File: src/pkg/ats_defs.vh
// Constants for the alarm and totalizer signal source block
`ifndef ATS_DEFS_VH
`define ATS_DEFS_VH
`define ATS_CLK_HZ 10000000
`define ATS_TICK_HZ 1000
`define ATS_ONE_SEC_MS 1000
`define ATS_COUNT_PULSE_MS 100
`define ATS_N_ANALOG_CH 7
`define ATS_N_FIXED_DIG 2
`define ATS_N_COMMS_DIG 24
`define ATS_N_ALARMS 48
`define ATS_N_GROUPS 12
`define ATS_GROUP_SEL_W 4
`define ATS_N_RT_ALARMS 4
`define ATS_N_TOTALIZERS 12
`define ATS_TYPE_W 3
`define ATS_ATYPE_PROCESS 3'h0
`define ATS_ATYPE_LATCH 3'h1
`define ATS_ATYPE_ANNUNC 3'h2
`define ATS_ITYPE_W 3
`define ATS_ITYPE_VFREE_DIG 3'h4
`define ATS_ITYPE_DC_DIG 3'h5
`define ATS_AXI_AW 8
`define ATS_REG_CTRL 8'h00
`define ATS_REG_COMMS_DIG 8'h04
`define ATS_REG_ALM_STATE_LO 8'h08
`define ATS_REG_ALM_STATE_HI 8'h0C
`define ATS_REG_ALM_ACK_LO 8'h10
`define ATS_REG_ALM_ACK_HI 8'h14
`define ATS_REG_GROUPS 8'h18
`define ATS_REG_TOT_RUN 8'h1C
`define ATS_REG_TOT_WRAP 8'h20
`define ATS_REG_TOT_STAGE 8'h24
`define ATS_REG_TOT_COUNT 8'h28
`define ATS_RESP_OKAY 2'h0
`define ATS_RESP_SLVERR 2'h2
`endif

File: src/rtl/ats_pulse_timer.v
// Retriggerable pulse stretcher timed by a tick enable
`timescale 1ns/1ps
`default_nettype none
module ats_pulse_timer #(
	parameter integer TICKS = 1000,
	parameter integer CW = 10
) (
	input wire i_clk_sys,
	input wire i_rst,
	input wire i_tick,
	input wire i_trig,
	output wire o_active
);
	reg [CW-1:0] cnt_q;
	localparam [CW-1:0] LOAD = TICKS[CW-1:0];
	always @(posedge i_clk_sys) begin
		if (i_rst) begin
			cnt_q <= {CW{1'b0}};
		end else if (i_trig) begin
			cnt_q <= LOAD;
		end else if (i_tick && cnt_q != {CW{1'b0}}) begin
			cnt_q <= cnt_q - {{(CW-1){1'b0}}, 1'b1};
		end
	end
	assign o_active = (cnt_q != {CW{1'b0}});
endmodule // ats_pulse_timer
`default_nettype wire

File: src/rtl/ats_signal_sources.v
// Alarm and totalizer signal sources with AXI4-Lite status access
// Operation
// - Analog channel digital state shown only for digital input types; fixed inputs if fitted.
// - Twenty-four digital states written over the serial link, not from pins.
// - Alarm state signals per alarm, valid only when that alarm is enabled.
// - Acknowledge tracking exists only for process, latch and annunciator alarms.
// - Twelve group outputs OR their alarms; valid only if any alarm enabled.
// - Any-alarm output set when any enabled alarm is active.
// - New-alarm event pulses when any alarm becomes active; e-mail trigger only.
// - Four real-time alarm outputs, each valid only when enabled.
// - Run state output follows counting while the totalizer is enabled.
// - Wrap output lasts one second per predetermined count with auto wrap on.
// - Wrap output latches until totalizer reset when auto wrap is off.
// - Intermediate count output lasts one second at the intermediate count.
// - Count pulse lasts 100 ms at each whole unit crossing.
//
// Added by the designer: the register offsets and the AXI4-Lite interface to the registers.
`timescale 1ns/1ps
`default_nettype none
`include "ats_defs.vh"
module ats_signal_sources #(
	parameter integer CLK_HZ = `ATS_CLK_HZ,
	parameter integer TICK_HZ = `ATS_TICK_HZ
) (
	input wire i_clk_sys,
	input wire i_rst,
	// Digital inputs, asynchronous pins
	input wire [`ATS_N_ANALOG_CH-1:0] i_analog_dig_pin,
	input wire [`ATS_N_ANALOG_CH*`ATS_ITYPE_W-1:0] i_analog_in_type,
	input wire [`ATS_N_ANALOG_CH-1:0] i_analog_mod_fitted,
	input wire [`ATS_N_FIXED_DIG-1:0] i_fixed_dig_pin,
	input wire i_dig_mod_fitted,
	output reg [`ATS_N_ANALOG_CH-1:0] o_analog_dig_state,
	output reg [`ATS_N_FIXED_DIG-1:0] o_fixed_dig_state,
	output wire [`ATS_N_COMMS_DIG-1:0] o_comms_dig_state,
	// Alarm engine
	input wire [`ATS_N_ALARMS-1:0] i_alarm_active,
	input wire [`ATS_N_ALARMS-1:0] i_alarm_enable,
	input wire [`ATS_N_ALARMS*`ATS_TYPE_W-1:0] i_alarm_type,
	input wire [`ATS_N_ALARMS*`ATS_GROUP_SEL_W-1:0] i_alarm_group,
	input wire [`ATS_N_ALARMS-1:0] i_alarm_ack,
	input wire [`ATS_N_RT_ALARMS-1:0] i_rt_alarm_active,
	input wire [`ATS_N_RT_ALARMS-1:0] i_rt_alarm_enable,
	output reg [`ATS_N_ALARMS-1:0] o_alarm_state,
	output reg [`ATS_N_ALARMS-1:0] o_alarm_ack_state,
	output reg [`ATS_N_ALARMS-1:0] o_alarm_ack_valid,
	output reg [`ATS_N_GROUPS-1:0] o_alarm_group,
	output reg o_alarm_group_valid,
	output reg o_any_alarm,
	output reg o_any_alarm_valid,
	output reg o_new_alarm,
	output reg [`ATS_N_RT_ALARMS-1:0] o_rt_alarm_state,
	// Totalizer engine
	input wire [`ATS_N_TOTALIZERS-1:0] i_tot_enable,
	input wire [`ATS_N_TOTALIZERS-1:0] i_tot_running,
	input wire [`ATS_N_TOTALIZERS-1:0] i_tot_auto_wrap,
	input wire [`ATS_N_TOTALIZERS-1:0] i_tot_reached_count,
	input wire [`ATS_N_TOTALIZERS-1:0] i_tot_reached_stage,
	input wire [`ATS_N_TOTALIZERS-1:0] i_tot_whole_unit,
	input wire [`ATS_N_TOTALIZERS-1:0] i_tot_reset,
	output reg [`ATS_N_TOTALIZERS-1:0] o_tot_run_state,
	output wire [`ATS_N_TOTALIZERS-1:0] o_tot_wrap,
	output wire [`ATS_N_TOTALIZERS-1:0] o_intermediate_count_output,
	output wire [`ATS_N_TOTALIZERS-1:0] o_tot_count_pulse,
	// AXI4-Lite slave
	input wire [`ATS_AXI_AW-1:0] i_s_axi_awaddr,
	input wire i_s_axi_awvalid,
	output wire o_s_axi_awready,
	input wire [31:0] i_s_axi_wdata,
	input wire [3:0] i_s_axi_wstrb,
	input wire i_s_axi_wvalid,
	output wire o_s_axi_wready,
	output reg [1:0] o_s_axi_bresp,
	output reg o_s_axi_bvalid,
	input wire i_s_axi_bready,
	input wire [`ATS_AXI_AW-1:0] i_s_axi_araddr,
	input wire i_s_axi_arvalid,
	output wire o_s_axi_arready,
	output reg [31:0] o_s_axi_rdata,
	output reg [1:0] o_s_axi_rresp,
	output reg o_s_axi_rvalid,
	input wire i_s_axi_rready
);
	localparam integer NA = `ATS_N_ALARMS;
	localparam integer NT = `ATS_N_TOTALIZERS;
	localparam integer TICK_DIV = CLK_HZ / TICK_HZ;
	localparam integer SEC_TICKS = (`ATS_ONE_SEC_MS * TICK_HZ + 999) / 1000;
	localparam integer CNT_TICKS = (`ATS_COUNT_PULSE_MS * TICK_HZ + 999) / 1000;
	localparam integer TIMER_W = 16;
	localparam integer DIV_W = 16;
	localparam [DIV_W-1:0] DIV_LAST = TICK_DIV[DIV_W-1:0] - 1'b1;

	// Pin synchronisers
	reg [`ATS_N_ANALOG_CH-1:0] adig_s1_q;
	reg [`ATS_N_ANALOG_CH-1:0] adig_s2_q;
	reg [`ATS_N_FIXED_DIG-1:0] fdig_s1_q;
	reg [`ATS_N_FIXED_DIG-1:0] fdig_s2_q;
	always @(posedge i_clk_sys) begin
		if (i_rst) begin
			adig_s1_q <= {`ATS_N_ANALOG_CH{1'b0}};
			adig_s2_q <= {`ATS_N_ANALOG_CH{1'b0}};
			fdig_s1_q <= {`ATS_N_FIXED_DIG{1'b0}};
			fdig_s2_q <= {`ATS_N_FIXED_DIG{1'b0}};
		end else begin
			adig_s1_q <= i_analog_dig_pin;
			adig_s2_q <= adig_s1_q;
			fdig_s1_q <= i_fixed_dig_pin;
			fdig_s2_q <= fdig_s1_q;
		end
	end

	// Millisecond tick divider
	reg [DIV_W-1:0] div_q;
	reg tick_q;
	always @(posedge i_clk_sys) begin
		if (i_rst) begin
			div_q <= {DIV_W{1'b0}};
			tick_q <= 1'b0;
		end else if (div_q == DIV_LAST) begin
			div_q <= {DIV_W{1'b0}};
			tick_q <= 1'b1;
		end else begin
			div_q <= div_q + {{(DIV_W-1){1'b0}}, 1'b1};
			tick_q <= 1'b0;
		end
	end

	// Software-written state
	reg [`ATS_N_COMMS_DIG-1:0] comms_dig_q;
	reg global_en_q;
	assign o_comms_dig_state = comms_dig_q;

	// Alarm combine logic
	reg [NA-1:0] alarm_prev_q;
	reg [NA-1:0] act_en;
	reg [NA-1:0] ack_ok;
	reg [`ATS_N_GROUPS-1:0] grp_d;
	reg [`ATS_N_ANALOG_CH-1:0] adig_d;
	reg [`ATS_TYPE_W-1:0] atype;
	reg [`ATS_ITYPE_W-1:0] itype;
	reg [`ATS_GROUP_SEL_W-1:0] gsel;
	integer k;
	always @* begin
		act_en = i_alarm_active & i_alarm_enable & {NA{global_en_q}};
		ack_ok = {NA{1'b0}};
		grp_d = {`ATS_N_GROUPS{1'b0}};
		adig_d = {`ATS_N_ANALOG_CH{1'b0}};
		atype = {`ATS_TYPE_W{1'b0}};
		itype = {`ATS_ITYPE_W{1'b0}};
		gsel = {`ATS_GROUP_SEL_W{1'b0}};
		for (k = 0; k < NA; k = k + 1) begin
			atype = i_alarm_type[k*`ATS_TYPE_W +: `ATS_TYPE_W];
			ack_ok[k] = i_alarm_enable[k] && (atype == `ATS_ATYPE_PROCESS ||
				atype == `ATS_ATYPE_LATCH || atype == `ATS_ATYPE_ANNUNC);
			gsel = i_alarm_group[k*`ATS_GROUP_SEL_W +: `ATS_GROUP_SEL_W];
			if (act_en[k] && gsel < `ATS_N_GROUPS) begin
				grp_d[gsel] = 1'b1;
			end
		end
		for (k = 0; k < `ATS_N_ANALOG_CH; k = k + 1) begin
			itype = i_analog_in_type[k*`ATS_ITYPE_W +: `ATS_ITYPE_W];
			adig_d[k] = adig_s2_q[k] && i_analog_mod_fitted[k] &&
				(itype == `ATS_ITYPE_VFREE_DIG || itype == `ATS_ITYPE_DC_DIG);
		end
	end

	always @(posedge i_clk_sys) begin
		if (i_rst) begin
			o_analog_dig_state <= {`ATS_N_ANALOG_CH{1'b0}};
			o_fixed_dig_state <= {`ATS_N_FIXED_DIG{1'b0}};
			o_alarm_state <= {NA{1'b0}};
			o_alarm_ack_state <= {NA{1'b0}};
			o_alarm_ack_valid <= {NA{1'b0}};
			o_alarm_group <= {`ATS_N_GROUPS{1'b0}};
			o_alarm_group_valid <= 1'b0;
			o_any_alarm <= 1'b0;
			o_any_alarm_valid <= 1'b0;
			o_new_alarm <= 1'b0;
			o_rt_alarm_state <= {`ATS_N_RT_ALARMS{1'b0}};
			alarm_prev_q <= {NA{1'b0}};
			o_tot_run_state <= {NT{1'b0}};
		end else begin
			o_analog_dig_state <= adig_d;
			o_fixed_dig_state <= fdig_s2_q & {`ATS_N_FIXED_DIG{i_dig_mod_fitted}};
			o_alarm_state <= act_en;
			o_alarm_ack_state <= ~i_alarm_ack & act_en & ack_ok;
			o_alarm_ack_valid <= ack_ok;
			o_alarm_group <= grp_d;
			o_alarm_group_valid <= |i_alarm_enable;
			o_any_alarm <= |act_en;
			o_any_alarm_valid <= |i_alarm_enable;
			alarm_prev_q <= act_en;
			o_new_alarm <= |(act_en & ~alarm_prev_q);
			o_rt_alarm_state <= i_rt_alarm_active & i_rt_alarm_enable;
			o_tot_run_state <= i_tot_running & i_tot_enable;
		end
	end

	// Totalizer pulses
	reg [NT-1:0] count_prev_q;
	reg [NT-1:0] stage_prev_q;
	reg [NT-1:0] unit_prev_q;
	reg [NT-1:0] wrap_latch_q;
	wire [NT-1:0] count_evt = i_tot_reached_count & ~count_prev_q & i_tot_enable;
	wire [NT-1:0] stage_evt = i_tot_reached_stage & ~stage_prev_q & i_tot_enable;
	wire [NT-1:0] unit_evt = i_tot_whole_unit & ~unit_prev_q & i_tot_enable;
	wire [NT-1:0] wrap_pulse;
	wire [NT-1:0] stage_pulse;
	wire [NT-1:0] unit_pulse;
	always @(posedge i_clk_sys) begin
		if (i_rst) begin
			count_prev_q <= {NT{1'b0}};
			stage_prev_q <= {NT{1'b0}};
			unit_prev_q <= {NT{1'b0}};
			wrap_latch_q <= {NT{1'b0}};
		end else begin
			count_prev_q <= i_tot_reached_count;
			stage_prev_q <= i_tot_reached_stage;
			unit_prev_q <= i_tot_whole_unit;
			// Set wins over a reset in the same cycle
			wrap_latch_q <= (wrap_latch_q & ~i_tot_reset & i_tot_enable) |
				(count_evt & ~i_tot_auto_wrap);
		end
	end

	genvar g;
	generate
		for (g = 0; g < NT; g = g + 1) begin : g_tot
			ats_pulse_timer #(.TICKS(SEC_TICKS), .CW(TIMER_W)) u_wrap (
				.i_clk_sys(i_clk_sys),
				.i_rst(i_rst | i_tot_reset[g]),
				.i_tick(tick_q),
				.i_trig(count_evt[g] & i_tot_auto_wrap[g]),
				.o_active(wrap_pulse[g])
			);
			ats_pulse_timer #(.TICKS(SEC_TICKS), .CW(TIMER_W)) u_stage (
				.i_clk_sys(i_clk_sys),
				.i_rst(i_rst),
				.i_tick(tick_q),
				.i_trig(stage_evt[g]),
				.o_active(stage_pulse[g])
			);
			ats_pulse_timer #(.TICKS(CNT_TICKS), .CW(TIMER_W)) u_unit (
				.i_clk_sys(i_clk_sys),
				.i_rst(i_rst),
				.i_tick(tick_q),
				.i_trig(unit_evt[g]),
				.o_active(unit_pulse[g])
			);
		end
	endgenerate
	assign o_tot_wrap = (wrap_pulse | wrap_latch_q) & i_tot_enable;
	assign o_intermediate_count_output = stage_pulse & i_tot_enable;
	assign o_tot_count_pulse = unit_pulse & i_tot_enable;

	// AXI4-Lite write path
	reg aw_full_q;
	reg w_full_q;
	reg [`ATS_AXI_AW-1:0] awaddr_q;
	reg [31:0] wdata_q;
	reg [3:0] wstrb_q;
	assign o_s_axi_awready = !aw_full_q && !o_s_axi_bvalid;
	assign o_s_axi_wready = !w_full_q && !o_s_axi_bvalid;
	wire wr_go = aw_full_q && w_full_q;
	integer b;
	always @(posedge i_clk_sys) begin
		if (i_rst) begin
			aw_full_q <= 1'b0;
			w_full_q <= 1'b0;
			awaddr_q <= {`ATS_AXI_AW{1'b0}};
			wdata_q <= 32'h0000_0000;
			wstrb_q <= 4'h0;
			o_s_axi_bvalid <= 1'b0;
			o_s_axi_bresp <= `ATS_RESP_OKAY;
			comms_dig_q <= {`ATS_N_COMMS_DIG{1'b0}};
			global_en_q <= 1'b1;
		end else begin
			if (i_s_axi_awvalid && o_s_axi_awready) begin
				aw_full_q <= 1'b1;
				awaddr_q <= i_s_axi_awaddr;
			end
			if (i_s_axi_wvalid && o_s_axi_wready) begin
				w_full_q <= 1'b1;
				wdata_q <= i_s_axi_wdata;
				wstrb_q <= i_s_axi_wstrb;
			end
			if (wr_go) begin
				aw_full_q <= 1'b0;
				w_full_q <= 1'b0;
				o_s_axi_bvalid <= 1'b1;
				o_s_axi_bresp <= `ATS_RESP_OKAY;
				case ({awaddr_q[`ATS_AXI_AW-1:2], 2'b00})
					`ATS_REG_CTRL: begin
						if (wstrb_q[0]) begin
							global_en_q <= wdata_q[0];
						end
					end
					`ATS_REG_COMMS_DIG: begin
						for (b = 0; b < 3; b = b + 1) begin
							if (wstrb_q[b]) begin
								comms_dig_q[b*8 +: 8] <= wdata_q[b*8 +: 8];
							end
						end
					end
					`ATS_REG_ALM_STATE_LO, `ATS_REG_ALM_STATE_HI, `ATS_REG_ALM_ACK_LO,
					`ATS_REG_ALM_ACK_HI, `ATS_REG_GROUPS, `ATS_REG_TOT_RUN,
					`ATS_REG_TOT_WRAP, `ATS_REG_TOT_STAGE, `ATS_REG_TOT_COUNT: begin
						o_s_axi_bresp <= `ATS_RESP_OKAY;
					end
					default: begin
						o_s_axi_bresp <= `ATS_RESP_SLVERR;
					end
				endcase
			end else if (o_s_axi_bvalid && i_s_axi_bready) begin
				o_s_axi_bvalid <= 1'b0;
			end
		end
	end

	// AXI4-Lite read path
	assign o_s_axi_arready = !o_s_axi_rvalid;
	always @(posedge i_clk_sys) begin
		if (i_rst) begin
			o_s_axi_rvalid <= 1'b0;
			o_s_axi_rdata <= 32'h0000_0000;
			o_s_axi_rresp <= `ATS_RESP_OKAY;
		end else if (i_s_axi_arvalid && o_s_axi_arready) begin
			o_s_axi_rvalid <= 1'b1;
			o_s_axi_rresp <= `ATS_RESP_OKAY;
			case ({i_s_axi_araddr[`ATS_AXI_AW-1:2], 2'b00})
				`ATS_REG_CTRL: o_s_axi_rdata <= {31'h0000_0000, global_en_q};
				`ATS_REG_COMMS_DIG: o_s_axi_rdata <= {8'h00, comms_dig_q};
				`ATS_REG_ALM_STATE_LO: o_s_axi_rdata <= o_alarm_state[31:0];
				`ATS_REG_ALM_STATE_HI: o_s_axi_rdata <= {16'h0000, o_alarm_state[NA-1:32]};
				`ATS_REG_ALM_ACK_LO: o_s_axi_rdata <= o_alarm_ack_state[31:0];
				`ATS_REG_ALM_ACK_HI: o_s_axi_rdata <= {16'h0000, o_alarm_ack_state[NA-1:32]};
				`ATS_REG_GROUPS: o_s_axi_rdata <= {12'h000, o_rt_alarm_state, o_new_alarm,
					o_any_alarm_valid, o_any_alarm, o_alarm_group_valid, o_alarm_group};
				`ATS_REG_TOT_RUN: o_s_axi_rdata <= {20'h0_0000, o_tot_run_state};
				`ATS_REG_TOT_WRAP: o_s_axi_rdata <= {20'h0_0000, o_tot_wrap};
				`ATS_REG_TOT_STAGE: o_s_axi_rdata <= {20'h0_0000, o_intermediate_count_output};
				`ATS_REG_TOT_COUNT: o_s_axi_rdata <= {20'h0_0000, o_tot_count_pulse};
				default: begin
					o_s_axi_rdata <= 32'h0000_0000;
					o_s_axi_rresp <= `ATS_RESP_SLVERR;
				end
			endcase
		end else if (o_s_axi_rvalid && i_s_axi_rready) begin
			o_s_axi_rvalid <= 1'b0;
		end
	end
endmodule // ats_signal_sources
`default_nettype wire

File: config.mk
export PLATFORM = sky130hd
export DESIGN_NAME = ats_signal_sources
export DESIGN_NICKNAME = d
export VERILOG_FILES = /design/src/rtl/ats_pulse_timer.v /design/src/rtl/ats_signal_sources.v
export VERILOG_INCLUDE_DIRS = /design/src /design/src/pkg
export SDC_FILE = /design/constraint.sdc
export NUM_CORES = 2
export LEC_CHECK = 0
export BUFFER_PORTS_ARGS = -buffer_cell sky130_fd_sc_hd__buf_4
export CAP_MARGIN = 20
export CORE_AREA = 2 2 373 375
export CTS_CLUSTER_DIAMETER = 40
export DETAILED_ROUTE_END_ITERATION = 12
export DIE_AREA = 0 0 375 377
export HOLD_SLACK_MARGIN = 0.08
export PLACE_DENSITY = 0.62
export SLEW_MARGIN = 30
export SYNTH_ARGS = -nofsm -noshare
export SYNTH_HDL_FRONTEND = slang
export SYNTH_SLANG_ARGS = --single-unit
File: constraint.sdc
create_clock -name i_clk_sys -period 4.09 [get_ports i_clk_sys]
set_input_delay 0.6135 -clock i_clk_sys [delete_from_list [all_inputs] [get_ports i_clk_sys]]
set_output_delay 0.6135 -clock i_clk_sys [all_outputs]
set_load 0.03 [all_outputs]
After elaboration in Yosys (flattened, before gate mapping)
Cells that the tools add are included.
{ "totals": {"out_inout_bits": 286, "elab_cells": 1223, "input_bits": 669, "reg_bits": 943} }
{ "classes": {"n_reduce_logical": 480, "magnitude_cmp": 144, "n_mux": 224, "n_bitwise": 100, "n_addsub": 37, "n_eq_ne": 131} }
{ "op_table": {"columns": ["operator", "count"], "rows": [
  ["$or A12 B12 Y12", 49],
  ["$mux W12", 48],
  ["$reduce_bool A16 Y1", 36],
  ["$sub A16 B1 Y16 const B", 36],
  ["$mux W10", 48],
  ["$pmux W32 S11", 1],
  ["$and A48 B48 Y48", 5],
  ["$lt A4 B5 Y1 const B", 48],
  ["$logic_and A1 B1 Y1", 202],
  ["$demux W1 S4", 48],
  ["$ge A4 B1 Y1 const B", 48],
  ["$lt A4 B4 Y1 const B", 48],
  ["$mux W7", 24],
  ["$and A12 B12 Y12", 13],
  ["$eq A3 B1 Y1 const B", 48],
  ["$eq A3 B2 Y1 const B", 48],
  ["$logic_not A3 Y1", 48],
  ["$reduce_or A48 Y1", 3],
  ["$logic_or A1 B1 Y1", 103],
  ["$not A48 Y48", 2],
  ["$reduce_bool A2 Y1", 38],
  ["$reduce_or A2 Y1", 38],
  ["$not A12 Y12", 5],
  ["$mux W1", 53],
  ["other kinds (16)", 76]
]} }

Depth between registers and ports, before layout
{ "logic_depth": {"depth_word": 99, "ltp_mapped": 9, "depth_no_buf": 7} }

Modules after synthesis
A second synthesis with hierarchy kept.
{ "hier_totals": {"cells_unflattened": 5961, "hier_area_um2": 50731.2} }
{ "by_module_without_submodules": {"columns": ["mod", "cells_per_inst", "n_inst", "seq_area_each_um2", "area_each_um2"], "rows": [
  ["ats_pulse_timer (g_tot[0].u_stage ...)", 104, 24, 320.3, 893.4],
  ["ats_signal_sources", 2385, 1, 7267.0, 19456.2],
  ["ats_pulse_timer (g_tot[0].u_unit ...)", 90, 12, 320.3, 819.5]
]} }

Worst setup path before layout
OpenSTA, ideal clock, no wires.
{ "synth_path": {"path_kind": "reg-to-output", "from": "reg g_tot[2].u_unit.cnt_q[2]", "to": "out o_tot_count_pulse[2]", "n_path_buf": 3, "arrival_ns": 2.104, "required_ns": 3.477, "setup_slack_ns": 1.372, "path_stages_with_launch": 7, "cell_sequence": "dfxtp_1 -> or4_1 -> clkbuf_1 -> or4_1 -> clkbuf_1 -> clkbuf_1 -> and2_1"} }
{ "synth_via": {"elab_chain_cells": 2} }
{ "synth_rtl": {"columns": ["element", "line", "text"], "rows": [
  ["from (decl)", "ats_pulse_timer.v:14", "reg [CW-1:0] cnt_q;"],
  ["from (signal assigned)", "ats_pulse_timer.v:18", "cnt_q <= {CW{1'b0}};"],
  ["from (signal assigned)", "ats_pulse_timer.v:22", "cnt_q <= cnt_q - {{(CW-1){1'b0}}, 1'b1};"],
  ["$reduce_bool A16 Y1", "ats_pulse_timer.v:25", "assign o_active = (cnt_q != {CW{1'b0}});"],
  ["$and A12 B12 Y12", "ats_signal_sources.v:254", "assign o_tot_count_pulse = unit_pulse & i_tot_enable;"],
  ["to (decl)", "ats_signal_sources.v:64", "output wire [`ATS_N_TOTALIZERS-1:0] o_tot_count_pulse,"]
]} }
No other way between the ends.

Final worst setup path
{ "layout_path": {"from": "reg g_tot[0].u_stage.cnt_q[6]", "to": "out o_intermediate_count_output[0]"} }
{ "layout_via": {"elab_chain_cells": 2} }
{ "layout_rtl": {"columns": ["element", "line", "text"], "rows": [
  ["from (decl)", "ats_pulse_timer.v:14", null],
  ["from (signal assigned)", "ats_pulse_timer.v:18", null],
  ["from (signal assigned)", "ats_pulse_timer.v:22", null],
  ["$reduce_bool A16 Y1", "ats_pulse_timer.v:25", null],
  ["$and A12 B12 Y12", "ats_signal_sources.v:253", "assign o_intermediate_count_output = stage_pulse & i_tot_enable;"],
  ["to (decl)", "ats_signal_sources.v:63", "output wire [`ATS_N_TOTALIZERS-1:0] o_intermediate_count_output,"]
]} }
No other way between the ends.

==> flow_metrics.tcl <==
set metrics [dict create \
    fin_setup_tns_ns 0 \
    cp_top_family "simple AND/OR/NAND/NOR gates" \
    wl_per_cell_um 31.30 \
    required_ns 3.48 \
    h-tree-depth 4 \
    clockRootBuffer "clkbuf_16" \
    critPathBufInv 1 \
    cts_tree "built" \
    die_area_um2 141400 \
    max_slew.worst_pin.slew_ns 1.049 \
    criticalPathCategory "reg2out" \
    io_pins 955 \
    ys.flop_type "dfxtp_1" \
    yosys_register_bits 939 \
    fp.dieW_um 375 \
    max_slew_margin 0.2996 \
    min_path_type "in2reg" \
    regArea_um2 18810 \
    first_pass_iters 8 \
    met3_length_um 27460 \
    place.gp.congestion 1.074 \
    clk_latency_ns 0.82 \
    worstSetupEndpointType "output pin" \
    viasPerCell 6.025 \
    hold_viol 0 \
    max_freq_mhz 263.1 \
    rows 136 \
    wirelength_um 278400 \
    reg2reg_slack_ns 0.76 \
    route.met2.wl_um 119200 \
    final_layout_size_suffix_gt1_frac 0.2069 \
    period_share 0.9292 \
    async_flop_share 0 \
    crit_fanout 15 \
    vias 53590 \
    post_synth.cell_area_avg_um2 8.288 \
    yosysWarnings 0 \
    ir_drop_mv 0.3447 \
    grt_overflow_total 0 \
    clock-sinks 939 \
    finalClockSkew_ns 0.08431 \
    grt_pass1_vias 49950 \
    core_area_um2 137000 \
    worstSetupStartpointType "register" \
    critPathMaxStageDelay_ns 0.81 \
    dp_cells 8381 \
    crit_chain "or4_1 -> or4_1 -> and2_1 -> buf_4" \
    grt_max_degree 109 \
    arrival_ns 3.19 \
    p_total_mw 27.55 \
    final_max_slew_viol_count 0 \
    drv_cap 0 \
    track_usage 0.3780 \
    p_per_area_nw_per_um2 420.6 \
    syn_area_um2 48240 \
    crit_top_cell "or4_1" \
    start_util 0.3521 \
    fin_nets 7658 \
    drcViolationCount 0 \
    grt_pass1_wl_um 378500 \
    drt_iter0_drc 5479 \
    slowest_stage "or4_1" \
    top_layer "met5" \
    cts_setup_buffers 0 \
    fillers 13160 \
    ant_nets 0 \
    status "complete, no violations" \
    multi_input_area_um2 27800 \
    cts_inserted_buffers 159 \
    port_buffers 932 \
    syn_to_final_growth_pct 35.79 \
    synth_edf_count 0 \
    leakage_nw 25.08 \
    die_h_um 377 \
    clk_pin_slew_ns 0.05 \
    syn_inst 5820 \
    dpl.hpwl_um 227900 \
    instances_no_fill 8895 \
    wl_met1_um 113500 \
    rsz0062_at_grt "false" \
    final_core_util 0.4782 \
    synth_cell_types 84 \
    postCtsResizedCells 0 \
    fin_crit_ns 3.800 \
    finalSetupViolCount 0 \
    clock_path_buffers 3 \
    antenna_found_initial 53 \
    yosysSeqAreaShare 0.3897 \
]
[per-stage QoR]
stage               area, um2  hold WS (ns)  setup slack [ns]
floorplan               48240        0.4138             1.372
global placement        57510        0.4218            0.9490
detailed placement      57540        0.4272            0.8516
CTS                     65410       0.08093            0.2536
global route            65460       0.09274           0.07349
finish                  65500        0.1137            0.2896
[worst register-to-register path, cell delays in order, from the launching register on]
cell     delay (ns)
dfxtp_4        0.91
nand3_1        0.58
nor4_1         0.95
a41oi_1        0.20
and4_1         0.23
a41oi_1        0.28
[report_power, final]
part	internal, mW	leakage (nW)	switching [mW]
clock network	9.10	2.79	5.29
logic	1.25	14.7	2.25
registers	9.38	7.63	0.285
total	19.7	25.1	7.82
[layout by cell type, fill, tap and decap left out, types with 29 or more instances in the layout]
cell type	count
dlygate4sd3_1	202
o21ai_0	72
or2_2	33
and2_1	41
xor2_1	219
o2111ai_1	62
and3_1	90
a211oi_1	50
buf_4	1061
nor3b_1	84
dfxtp_1	937
inv_1	175
nand2b_1	80
a21oi_1	365
o31ai_1	79
nor3_1	131
xnor2_1	153
clkbuf_16	159
nand4_1	286
o211ai_1	54
nand2_1	277
o22ai_1	29
nand3b_1	56
a22oi_1	35
nor2_1	585
nand4b_1	126
ha_1	39
or4_1	154
a2111oi_0	63
nor4_1	180
nor2b_1	187
nand3_1	361
or3_1	109
a31oi_1	67
[final timing paths]
| kind | depth (start not counted) | to | from |
|---|---|---|---|
| worst max-delay path | 4 | o_intermediate_count_output[0] | g_tot[0].u_stage.cnt_q[6] |
| worst min-delay path | 2 | o_alarm_ack_valid[26] | i_alarm_type[78] |
| worst max register to register | 5 | o_alarm_group[3] | global_en_q |
| worst min register to register | 1 | adig_s2_q[0] | adig_s1_q[0] |
[routing by layer]
| metal | global-route usage | up-vias |
|---|---|---|
| li1 | - | 24150 |
| met3 | 0.1030 | 604 |
| met1 | 0.4799 | 26110 |
| met2 | 0.5747 | 2699 |
| met4 | 0.2187 | 38 |
| met5 | 0 | - |
[kinds of logic after synthesis]
group           count (synthesis)  synth area share
buf+inv                       476           0.03740
compound gates               1065            0.1487
xor+xnor                      372           0.06754
simple gates                 2902            0.3398
other cells                     1        0.00007774
fa+ha+maj                      39           0.01012
mux                            26          0.006692
flops                         939            0.3897
[state kept, by name, indices dropped and copies added, names as in the netlist, 3 cells and up]
| signal | count |
|---|---|
| o_alarm_ack_valid | 48 |
| g_tot.u_unit.cnt_q | 192 |
| o_tot_run_state | 12 |
| o_s_axi_rdata | 32 |
| o_comms_dig_state | 24 |
| g_tot.u_wrap.cnt_q | 192 |
| stage_prev_q | 12 |
| o_rt_alarm_state | 4 |
| g_tot.u_stage.cnt_q | 192 |
| o_alarm_group | 12 |
| adig_s2_q | 7 |
| div_q | 16 |
| wrap_latch_q | 12 |
| o_alarm_ack_state | 48 |
| alarm_prev_q | 48 |
| o_analog_dig_state | 7 |
| wdata_q | 24 |
| count_prev_q | 12 |
| wstrb_q | 3 |
| adig_s1_q | 7 |
| unit_prev_q | 12 |
| awaddr_q | 6 |
[Yosys cell counts, types with 67 or more instances]
library cell | instances | area share
dfxtp_1 | 939 | 0.39
nor2_1 | 588 | 0.046
a21oi_1 | 365 | 0.038
nand3_1 | 361 | 0.037
nand4_1 | 286 | 0.037
nand2_1 | 278 | 0.022
clkbuf_1 | 248 | 0.019
xor2_1 | 219 | 0.040
nor2b_1 | 188 | 0.024
nor4_1 | 183 | 0.024
inv_1 | 176 | 0.014
or4_1 | 154 | 0.024
xnor2_1 | 153 | 0.028
nor3_1 | 132 | 0.014
nand4b_1 | 126 | 0.023
or3_1 | 109 | 0.014
and3_1 | 90 | 0.012
a2111oi_0 | 87 | 0.016
nor3b_1 | 85 | 0.013
nand2b_1 | 80 | 0.010
o31ai_1 | 80 | 0.012
o21ai_0 | 73 | 0.0076
a31oi_1 | 67 | 0.0087
[area by class of cell]
type                       count  area share
multi-input combinational   4406      0.4245
sequential                   939      0.2871
timing repair buffer        1267      0.1536
clock buffer                 198     0.06634
tap                         1794     0.03427
clock inverter                94     0.02323
inverter                     177     0.01018
antenna                       20   0.0007641
[what timing repair did]
| item | 4_1_cts | 5_1_grt |
|---|---|---|
| endpoints found under the hold margin | 170 | 1 |
| hold buffers | 200 | 2 |
| setup endpoints to repair | 0 | 0 |
(Power assumes the default switching activity.)
